$ cat src/gpio_port_pkg.sv
// package for the six-pin general purpose port: register map, field layout,
// reset values and timing figures.
// assumes a single 20 MHz system clock and 32-bit AXI4-Lite register access.
package gpio_port_pkg;

   // ---------------------------------------------------------------
   // sizes
   // ---------------------------------------------------------------
   localparam int PIN_COUNT = 6;
   localparam int ADDR_W    = 12;
   localparam int DATA_W    = 32;
   localparam int STRB_W    = DATA_W / 8;
   localparam int HOLD_W    = 2;

   // ---------------------------------------------------------------
   // register byte addresses
   // ---------------------------------------------------------------
   localparam logic [ADDR_W-1:0] SYS_IRQ_STATUS_OFS        = 12'h058;
   localparam logic [ADDR_W-1:0] SYS_IRQ_ENABLE_OFS        = 12'h05c;
   localparam logic [ADDR_W-1:0] PIN_CONFIG_OFS            = 12'h1e0;
   localparam logic [ADDR_W-1:0] PIN_DATA_DIRECTION_OFS    = 12'h1e4;
   localparam logic [ADDR_W-1:0] PIN_IRQ_STATUS_ENABLE_OFS = 12'h1e8;

   // ---------------------------------------------------------------
   // field positions
   // ---------------------------------------------------------------
   localparam int LOW_FIELD_LSB  = 0;
   localparam int HIGH_FIELD_LSB = 16;
   localparam int PIN_EVENT_BIT  = 12;

   // ---------------------------------------------------------------
   // reset values
   // ---------------------------------------------------------------
   localparam logic [PIN_COUNT-1:0] DIRECTION_RST = 6'h00;
   localparam logic [PIN_COUNT-1:0] DATA_RST      = 6'h00;
   localparam logic [PIN_COUNT-1:0] POLARITY_RST  = 6'h00;
   localparam logic [PIN_COUNT-1:0] BUFFER_RST    = 6'h00;
   localparam logic [PIN_COUNT-1:0] IRQ_EN_RST    = 6'h00;
   localparam logic [PIN_COUNT-1:0] IRQ_STS_RST   = 6'h00;
   localparam logic                 SYS_EN_RST    = 1'b0;

   // ---------------------------------------------------------------
   // bus answers
   // ---------------------------------------------------------------
   localparam logic [1:0] RESP_OKAY   = 2'h0;
   localparam logic [1:0] RESP_SLVERR = 2'h2;

   // ---------------------------------------------------------------
   // timing
   // ---------------------------------------------------------------
   localparam int CLK_PERIOD_NS = 50;
   localparam int PULSE_MIN_NS  = 40;
   // least time: round up, never below one cycle
   localparam int PULSE_MIN_CYC_RAW = (PULSE_MIN_NS + CLK_PERIOD_NS - 1) / CLK_PERIOD_NS;
   localparam int PULSE_MIN_CYC     = (PULSE_MIN_CYC_RAW < 1) ? 1 : PULSE_MIN_CYC_RAW;

endpackage

$ cat src/pin_sync_if.sv
// interface between the pin synchroniser and the port logic.
// assumes raw pin levels may change at any time relative to aclk.
`timescale 1ns/1ns
interface pin_sync_if #(
   parameter int N = 6
);
   logic [N-1:0] raw;
   logic [N-1:0] level;

   modport sync (
      input  raw,
      output level
   );
   modport user (
      output raw,
      input  level
   );
endinterface

$ cat src/pin_sync.sv
// two-flop synchroniser for the pin inputs.
// assumes aclk and a synchronous active-low reset.
`timescale 1ns/1ns
module pin_sync #(
   parameter int N = 6
) (
   input  wire logic   aclk,
   input  wire logic   aresetn,
   pin_sync_if.sync    pins
);

   typedef struct packed {
      logic [N-1:0] meta;
      logic [N-1:0] level;
   } sync_s;

   sync_s st_q;
   sync_s st_d;

   // ---------------------------------------------------------------
   // stages
   // ---------------------------------------------------------------
   // meta feeds only the second stage
   always_comb begin
      st_d       = st_q;
      st_d.meta  = pins.raw;
      st_d.level = st_q.meta;
   end

   always_ff @(posedge aclk) begin
      if (!aresetn) begin
         st_q <= '0;
      end else begin
         st_q <= st_d;
      end
   end

   assign pins.level = st_q.level;

endmodule

$ cat src/general_purpose_pin_port.sv
// six-pin general purpose port with per-pin direction, output data,
// open-drain or push-pull drive, level interrupts and a summary event.
// assumes an AXI4-Lite master on aclk; pins are sampled through pin_sync.
//
// Chosen here: the AXI4-Lite interface to the registers.
`timescale 1ns/1ns
// Contract
// - direction bit one is output, resets input
// - output pins drive last written data
// - input pin reads return sampled level
// - output pin reads return written value
// - write one clears status, zero keeps
// - enabled statuses OR into group event
// - status records regardless of pin enable
// - pin enable adds status to event
// - irq needs group enable also set
// - level detection, hold over 40 ns
// - trigger level from per-pin polarity
// - polarity zero low, one high trigger
// - buffer zero is open drain drive
// - group event bit twelve read-only
module general_purpose_pin_port #(
   parameter int N = gpio_port_pkg::PIN_COUNT
) (
   input  wire logic                              aclk,
   input  wire logic                              aresetn,
   input  wire logic [gpio_port_pkg::ADDR_W-1:0]  awaddr,
   input  wire logic                              awvalid,
   output wire logic                              awready,
   input  wire logic [gpio_port_pkg::DATA_W-1:0]  wdata,
   input  wire logic [gpio_port_pkg::STRB_W-1:0]  wstrb,
   input  wire logic                              wvalid,
   output wire logic                              wready,
   output wire logic [1:0]                        bresp,
   output wire logic                              bvalid,
   input  wire logic                              bready,
   input  wire logic [gpio_port_pkg::ADDR_W-1:0]  araddr,
   input  wire logic                              arvalid,
   output wire logic                              arready,
   output wire logic [gpio_port_pkg::DATA_W-1:0]  rdata,
   output wire logic [1:0]                        rresp,
   output wire logic                              rvalid,
   input  wire logic                              rready,
   input  wire logic [N-1:0]                      pin_in,
   output wire logic [N-1:0]                      pin_out,
   output wire logic [N-1:0]                      pin_oe,
   output wire logic                              irq
);

   localparam int AW = gpio_port_pkg::ADDR_W;
   localparam int DW = gpio_port_pkg::DATA_W;
   localparam int SW = gpio_port_pkg::STRB_W;
   localparam int HW = gpio_port_pkg::HOLD_W;
   localparam int LO = gpio_port_pkg::LOW_FIELD_LSB;
   localparam int HI = gpio_port_pkg::HIGH_FIELD_LSB;
   localparam logic [HW-1:0] HOLD_TARGET = HW'(gpio_port_pkg::PULSE_MIN_CYC - 1);

   // ---------------------------------------------------------------
   // state
   // ---------------------------------------------------------------
   typedef struct packed {
      logic [N-1:0]          direction;
      logic [N-1:0]          data;
      logic [N-1:0]          polarity;
      logic [N-1:0]          buffer_type;
      logic [N-1:0]          irq_enable;
      logic [N-1:0]          irq_status;
      logic                  sys_enable;
      logic [N-1:0][HW-1:0]  hold;
      logic                  aw_held;
      logic [AW-1:0]         aw_addr;
      logic                  w_held;
      logic [DW-1:0]         w_data;
      logic [SW-1:0]         w_strb;
      logic                  b_valid;
      logic [1:0]            b_resp;
      logic                  r_valid;
      logic [DW-1:0]         r_data;
      logic [1:0]            r_resp;
      logic [N-1:0]          pin_out;
      logic [N-1:0]          pin_oe;
      logic                  irq;
   } port_s;

   typedef enum {
      SEL_NONE,
      SEL_SYS_STATUS,
      SEL_SYS_ENABLE,
      SEL_CONFIG,
      SEL_DATA_DIR,
      SEL_IRQ_STS_EN
   } reg_sel_e;

   port_s st_q;
   port_s st_d;

   // ---------------------------------------------------------------
   // helpers
   // ---------------------------------------------------------------
   function automatic reg_sel_e decode(input logic [AW-1:0] addr);
      reg_sel_e sel;
      sel = SEL_NONE;
      case ({addr[AW-1:2], 2'h0})
         gpio_port_pkg::SYS_IRQ_STATUS_OFS:        sel = SEL_SYS_STATUS;
         gpio_port_pkg::SYS_IRQ_ENABLE_OFS:        sel = SEL_SYS_ENABLE;
         gpio_port_pkg::PIN_CONFIG_OFS:            sel = SEL_CONFIG;
         gpio_port_pkg::PIN_DATA_DIRECTION_OFS:    sel = SEL_DATA_DIR;
         gpio_port_pkg::PIN_IRQ_STATUS_ENABLE_OFS: sel = SEL_IRQ_STS_EN;
         default:                                  sel = SEL_NONE;
      endcase
      return sel;
   endfunction

   function automatic logic [DW-1:0] lane_mask(input logic [SW-1:0] strb);
      logic [DW-1:0] m;
      m = '0;
      for (int b = 0; b < SW; b++) begin
         m[b*8 +: 8] = {8{strb[b]}};
      end
      return m;
   endfunction

   // places a low and a high pin field into one register word
   function automatic logic [DW-1:0] pack_fields(input logic [N-1:0] low_f,
                                                 input logic [N-1:0] high_f);
      logic [DW-1:0] w;
      w = '0;
      w[LO +: N] = low_f;
      w[HI +: N] = high_f;
      return w;
   endfunction

   // ---------------------------------------------------------------
   // pin synchroniser
   // ---------------------------------------------------------------
   pin_sync_if #(.N(N)) sync_bus ();

   assign sync_bus.raw = pin_in;

   pin_sync #(
      .N (N)
   ) u_sync (
      .aclk    (aclk),
      .aresetn (aresetn),
      .pins    (sync_bus)
   );

   // ---------------------------------------------------------------
   // combinational view
   // ---------------------------------------------------------------
   logic [N-1:0] pin_level;
   logic [N-1:0] trigger;
   logic [N-1:0] qualified;
   logic [N-1:0] readback;
   logic         group_event;

   assign pin_level   = sync_bus.level;
   // polarity zero watches for low, one for high
   assign trigger     = ~(pin_level ^ st_q.polarity);
   assign readback    = (st_q.direction & st_q.data)
                      | (~st_q.direction & pin_level);
   assign group_event = |(st_q.irq_status & st_q.irq_enable);

   // level must be seen for the least hold time before it counts
   genvar gi;
   generate
      for (gi = 0; gi < N; gi++) begin : g_qual
         assign qualified[gi] = trigger[gi] && (st_q.hold[gi] == HOLD_TARGET);
      end
   endgenerate

   // ---------------------------------------------------------------
   // next state
   // ---------------------------------------------------------------
   logic              aw_take;
   logic              w_take;
   logic              ar_take;
   logic              have_aw;
   logic              have_w;
   logic [AW-1:0]     wr_addr;
   logic [DW-1:0]     wr_data;
   logic [DW-1:0]     wr_mask;
   logic [DW-1:0]     wr_old;
   logic [DW-1:0]     wr_new;
   logic [N-1:0]      clear_bits;
   logic [DW-1:0]     rd_word;
   reg_sel_e          wr_sel;
   reg_sel_e          rd_sel;

   assign awready = !st_q.aw_held && !st_q.b_valid;
   assign wready  = !st_q.w_held && !st_q.b_valid;
   assign arready = !st_q.r_valid;

   always_comb begin
      st_d       = st_q;
      aw_take    = awvalid && awready;
      w_take     = wvalid && wready;
      ar_take    = arvalid && arready;
      have_aw    = st_q.aw_held || aw_take;
      have_w     = st_q.w_held || w_take;
      wr_addr    = st_q.aw_held ? st_q.aw_addr : awaddr;
      wr_data    = st_q.w_held ? st_q.w_data : wdata;
      wr_mask    = lane_mask(st_q.w_held ? st_q.w_strb : wstrb);
      wr_sel     = decode(wr_addr);
      rd_sel     = decode(araddr);
      wr_old     = '0;
      wr_new     = '0;
      clear_bits = '0;
      rd_word    = '0;

      // write address and data may arrive in either order
      if (aw_take) begin
         st_d.aw_held = 1'b1;
         st_d.aw_addr = awaddr;
      end
      if (w_take) begin
         st_d.w_held = 1'b1;
         st_d.w_data = wdata;
         st_d.w_strb = wstrb;
      end

      // --- register writes, once both halves are present
      if (have_aw && have_w) begin
         st_d.aw_held = 1'b0;
         st_d.w_held  = 1'b0;
         st_d.b_valid = 1'b1;
         st_d.b_resp  = gpio_port_pkg::RESP_OKAY;
         case (wr_sel)
            SEL_SYS_STATUS: begin
               // event bit is a summary only, writes have no effect
            end
            SEL_SYS_ENABLE: begin
               if (wr_mask[gpio_port_pkg::PIN_EVENT_BIT]) begin
                  st_d.sys_enable = wr_data[gpio_port_pkg::PIN_EVENT_BIT];
               end
            end
            SEL_CONFIG: begin
               wr_old = pack_fields(st_q.buffer_type, st_q.polarity);
               wr_new = (wr_old & ~wr_mask) | (wr_data & wr_mask);
               st_d.buffer_type = wr_new[LO +: N];
               st_d.polarity    = wr_new[HI +: N];
            end
            SEL_DATA_DIR: begin
               // merge against stored data, not the read-back view
               wr_old = pack_fields(st_q.data, st_q.direction);
               wr_new = (wr_old & ~wr_mask) | (wr_data & wr_mask);
               st_d.data      = wr_new[LO +: N];
               st_d.direction = wr_new[HI +: N];
            end
            SEL_IRQ_STS_EN: begin
               wr_old = pack_fields('0, st_q.irq_enable);
               wr_new = (wr_old & ~wr_mask) | (wr_data & wr_mask);
               st_d.irq_enable = wr_new[HI +: N];
               clear_bits      = wr_data[LO +: N] & wr_mask[LO +: N];
            end
            default: begin
               st_d.b_resp = gpio_port_pkg::RESP_SLVERR;
            end
         endcase
      end

      if (st_q.b_valid && bready) begin
         st_d.b_valid = 1'b0;
      end

      // --- register reads
      case (rd_sel)
         SEL_SYS_STATUS: begin
            rd_word[gpio_port_pkg::PIN_EVENT_BIT] = group_event;
         end
         SEL_SYS_ENABLE: begin
            rd_word[gpio_port_pkg::PIN_EVENT_BIT] = st_q.sys_enable;
         end
         SEL_CONFIG: begin
            rd_word = pack_fields(st_q.buffer_type, st_q.polarity);
         end
         SEL_DATA_DIR: begin
            rd_word = pack_fields(readback, st_q.direction);
         end
         SEL_IRQ_STS_EN: begin
            rd_word = pack_fields(st_q.irq_status, st_q.irq_enable);
         end
         default: begin
            rd_word = '0;
         end
      endcase
      if (ar_take) begin
         st_d.r_valid = 1'b1;
         st_d.r_data  = rd_word;
         st_d.r_resp  = (rd_sel == SEL_NONE) ? gpio_port_pkg::RESP_SLVERR
                                             : gpio_port_pkg::RESP_OKAY;
      end else if (st_q.r_valid && rready) begin
         st_d.r_valid = 1'b0;
      end

      // --- level detection, one hold counter per pin
      for (int i = 0; i < N; i++) begin
         if (!trigger[i]) begin
            st_d.hold[i] = '0;
         end else if (st_q.hold[i] != HOLD_TARGET) begin
            st_d.hold[i] = st_q.hold[i] + HW'(1);
         end
      end

      // status records independent of enables; set beats clear
      st_d.irq_status = (st_q.irq_status & ~clear_bits) | qualified;

      // --- pin drive, from the values about to be stored
      // open drain: only a zero is driven, a one floats
      st_d.pin_oe  = st_d.direction & (st_d.buffer_type | ~st_d.data);
      st_d.pin_out = st_d.data;

      // --- interrupt request, gated by the group enable
      st_d.irq = (|(st_d.irq_status & st_d.irq_enable)) && st_d.sys_enable;
   end

   // ---------------------------------------------------------------
   // registers
   // ---------------------------------------------------------------
   always_ff @(posedge aclk) begin
      if (!aresetn) begin
         st_q             <= '0;
         st_q.direction   <= gpio_port_pkg::DIRECTION_RST;
         st_q.data        <= gpio_port_pkg::DATA_RST;
         st_q.polarity    <= gpio_port_pkg::POLARITY_RST;
         st_q.buffer_type <= gpio_port_pkg::BUFFER_RST;
         st_q.irq_enable  <= gpio_port_pkg::IRQ_EN_RST;
         st_q.irq_status  <= gpio_port_pkg::IRQ_STS_RST;
         st_q.sys_enable  <= gpio_port_pkg::SYS_EN_RST;
      end else begin
         st_q <= st_d;
      end
   end

   // ---------------------------------------------------------------
   // outputs
   // ---------------------------------------------------------------
   assign bvalid  = st_q.b_valid;
   assign bresp   = st_q.b_resp;
   assign rvalid  = st_q.r_valid;
   assign rdata   = st_q.r_data;
   assign rresp   = st_q.r_resp;
   assign pin_out = st_q.pin_out;
   assign pin_oe  = st_q.pin_oe;
   assign irq     = st_q.irq;

endmodule

$ cat config.mk
export PLATFORM = sky130hd
export DESIGN_NAME = general_purpose_pin_port
export DESIGN_NICKNAME = d
export VERILOG_FILES = /design/src/gpio_port_pkg.sv /design/src/pin_sync_if.sv /design/src/pin_sync.sv /design/src/general_purpose_pin_port.sv
export SDC_FILE = /design/constraint.sdc
export NUM_CORES = 1
export LEC_CHECK = 0
export ABC_AREA = 1
export ABC_CLOCK_PERIOD_IN_PS = 2100
export BUFFER_PORTS_ARGS = -buffer_cell sky130_fd_sc_hd__buf_2
export CAP_MARGIN = 20
export CORE_MARGIN = 4
export CORE_UTILIZATION = 55
export CTS_BUF_LIST = sky130_fd_sc_hd__clkbuf_2 sky130_fd_sc_hd__clkbuf_4 sky130_fd_sc_hd__clkbuf_8
export CTS_CLUSTER_DIAMETER = 60
export DETAILED_ROUTE_END_ITERATION = 12
export PLACE_DENSITY = 0.79
export SLEW_MARGIN = 20
export SYNTH_ARGS = -nofsm -noshare
export SYNTH_HDL_FRONTEND = slang
export SYNTH_HIERARCHICAL = 1
export SYNTH_SLANG_ARGS = --single-unit
$ cat constraint.sdc
create_clock -name aclk -period 2.1 [get_ports aclk]
set_clock_uncertainty 0.15 [all_clocks]
set_input_delay 0.42 -clock aclk [delete_from_list [all_inputs] [get_ports aclk]]
set_output_delay 0.42 -clock aclk [all_outputs]
set_load 0.005 [all_outputs]
==> flow_summary.json <==
{
  "status": "finished clean",
  "area_growth_pct": 17.80,
  "rsz0062_at_grt": "true",
  "synth_cells": 798,
  "grt_max_degree": 45,
  "cellLeakagePower_nw": 3.225,
  "fmax_ghz": 0.4868,
  "die_h_um": 110.7,
  "clkLatencyLatePin_ns": 0.44,
  "diodes": 0,
  "detail_route.first_pass.iterations": 5,
  "worstMarginPinSlew_ns": 0.5547,
  "max-cap-violations": 0,
  "num_rows": 37,
  "start_util_pct": 56.43,
  "crit_arrival_ns": 2.27,
  "synth_top_cell_area_share_pct": 39.01,
  "setup_viol": 0,
  "multi_input_area_um2": 2808,
  "fin_crit_sh_pct": 97.83,
  "critical_path.max_fanout": 8,
  "crit_family": "simple AND/OR/NAND/NOR gates",
  "critPathLaunchType": "flip-flop",
  "antenna_found_initial": 0,
  "avgRoutedWirePerCell_um": 13.44,
  "gp_congestion": 0.9221,
  "dieArea_um2": 12250,
  "ys_ff_latch": 113,
  "peakVddDrop_mv": 0.4691,
  "final_cell_mix": "nand2_1, dfxtp_1, inv_1",
  "relSlewSlack_pct": 62.63,
  "routed_wl_um": 13900,
  "path_cells": "buf_6 -> nand2_2 -> nand2_2 -> nor2_8 -> nand2_4 -> nor2_8 -> nand3_4 -> nor2_8 -> buf_4 -> nand2_2 -> o21ai_2 -> nor2_1 -> nor2_1",
  "hpwlAfterDp_um": 10050,
  "cts_buffers": 17,
  "drv_slew": 0,
  "fin_crit_ns": 2.054,
  "ys.warnings.count": 6,
  "cts.sinks": 113,
  "core_area_um2": 10280,
  "whs_ns": 0.007534,
  "portBuffers": 81,
  "cts_buffer_depth": 2,
  "overflow": 0,
  "synth-main-ff-cell": "dfxtp_1",
  "hold_viol": 0,
  "crit_path_end_kind": "flip-flop",
  "timing_worst_setup_path_type": "flip-flop to flip-flop",
  "final_net_count": 964,
  "root_buffer": "clkbuf_8",
  "num_vias": 5286,
  "h-tree-depth": 4,
  "seq_area_frac_synth_pct": 39.01,
  "pre_cts_slack_ns": 0.01682,
  "critPathBufInv": 2,
  "cpMaxStageDelayCell": "dfxtp_4",
  "pin_count": 127,
  "syn_avg_cell_area_um2": 7.267,
  "syn_area_um2": 5799,
  "worstHoldPathType": "input port to flip-flop",
  "final_common_cell": "nand2_1",
  "drc": 0,
  "grt_pass1_wl_um": 22260,
  "p_per_area_nw_per_um2": 819.2,
  "cts.reportedPaths.clkPinSlew_ns": 0.06,
  "vias_per_cell": 5.112,
  "drive_gt1_share_pct": 24.39,
  "grt_usage_pct": 22.08,
  "drt_iter0_markers": 374,
  "grt_pass1_vias": 4768,
  "slowest_delay_ns": 0.37,
  "cts_tree": "built",
  "setup_slack_ns": 0.04560,
  "synth_cell_types": 46,
  "seqCellArea_um2": 2267,
  "ant_nets": 0,
  "critPathRequiredTime_ns": 2.32,
  "yosysTopAreaCell": "dfxtp_1",
  "async_flop_share_pct": 0,
  "synth_edf_count": 0,
  "fillers": 898,
  "synth_area_leaders": "dfxtp_1, nand2_1, inv_1",
  "die_w_um": 110.7
}
stage by stage:
step	total power [mW]	util (%)	instance area (um^2)	std cells	setup TNS, ns
CTS	5.533	64.93	6673	1030	0
global route	5.851	66.47	6832	1034	-0.3546
floorplan	3.091	-	5874	818	0
finish	5.597	66.47	6832	1034	0
detailed placement	3.368	60.63	6231	997	0
global placement	3.350	60.63	6231	997	0
final timing paths:
| path | depth (start not counted) | end | slack [ns] | start |
|---|---|---|---|---|
| setup / recovery | 13 | pin_oe[4]$_SDFF_PN0_ | 0.05 | st_q[100]$_SDFFE_PP0P_ |
| hold / removal | 3 | u_sync/st_d[4]$_SDFF_PN0_ | 0.008 | pin_in[4] |
| setup reg to reg | 13 | pin_oe[4]$_SDFF_PN0_ | 0.05 | st_q[100]$_SDFFE_PP0P_ |
| hold reg to reg | 2 | u_sync/pins.level[1]$_SDFF_PN0_ | 0.26 | u_sync/st_d[1]$_SDFF_PN0_ |
routing by layer:
metal  GRT usage [%]  vias to the layer above  routed length, um
li1                -                     2647                  -
met1           28.91                     2381               5961
met2           34.59                      224               6340
met3           6.496                       34               1281
met4           8.046                        0                318
met5               0                        -                  0
power by group:
part | total (mW) | switching (mW) | internal (mW)
sequential | 2.35 | 0.0769 | 2.27
combinational | 1.06 | 0.677 | 0.387
clock | 2.18 | 0.918 | 1.27
worst reg2reg max path, cell delays in order (launching register included):
cell	delay (ns)
dfxtp_4	0.37
buf_6	0.13
nand2_2	0.06
nand2_2	0.08
nor2_8	0.13
nand2_4	0.09
nor2_8	0.18
nand3_4	0.15
nor2_8	0.19
buf_4	0.16
nand2_2	0.05
o21ai_2	0.07
nor2_1	0.06
nor2_1	0.11
Yosys cell counts (11+ instances only):
cell      count
nand4_1      11
o221ai_1     12
clkbuf_1     16
nand2_1     191
dfxtp_1     113
a21oi_1      58
nand3_1      24
buf_4        48
o21ai_0      37
nor2_1       75
inv_1       106
cell families after synthesis:
group,Yosys count,share of synthesized area [%]
simple gates,345,27.83
buf+inv,184,15.73
compound gates,132,13.25
flops,113,39.01
mux,11,1.920
fa+ha+maj,6,1.294
xor+xnor,6,0.9061
other cells,1,0.06466
cell type report:
type	instances	area share (%)
Multi-Input combinational cell	521	41.10
Sequential cell	113	33.19
Timing Repair Buffer	118	10.60
Inverter	114	6.300
Clock buffer	20	4.029
Tap cell	136	2.491
Clock inverter	12	2.289
state kept, by name (all words and copies together), names as in the netlist, named ones only:
name,cells
pin_oe,6
rresp,1
bvalid,1
irq,1
bresp,1
st_q,65
rdata,13
rvalid,1
u_sync/pins.level,6
u_sync/st_d,6
pin_out,6
repair_timing:
| item | in CTS | in global routing |
|---|---|---|
| endpoints found under the setup margin | 0 | 20 |
| hold endpoints to repair | 1 | 1 |
| hold buffers | 1 | 1 |
| buffers inserted | 0 | 3 |
| resized for setup | 0 | 35 |
No activity file was read; power rests on OpenSTA's default activity.
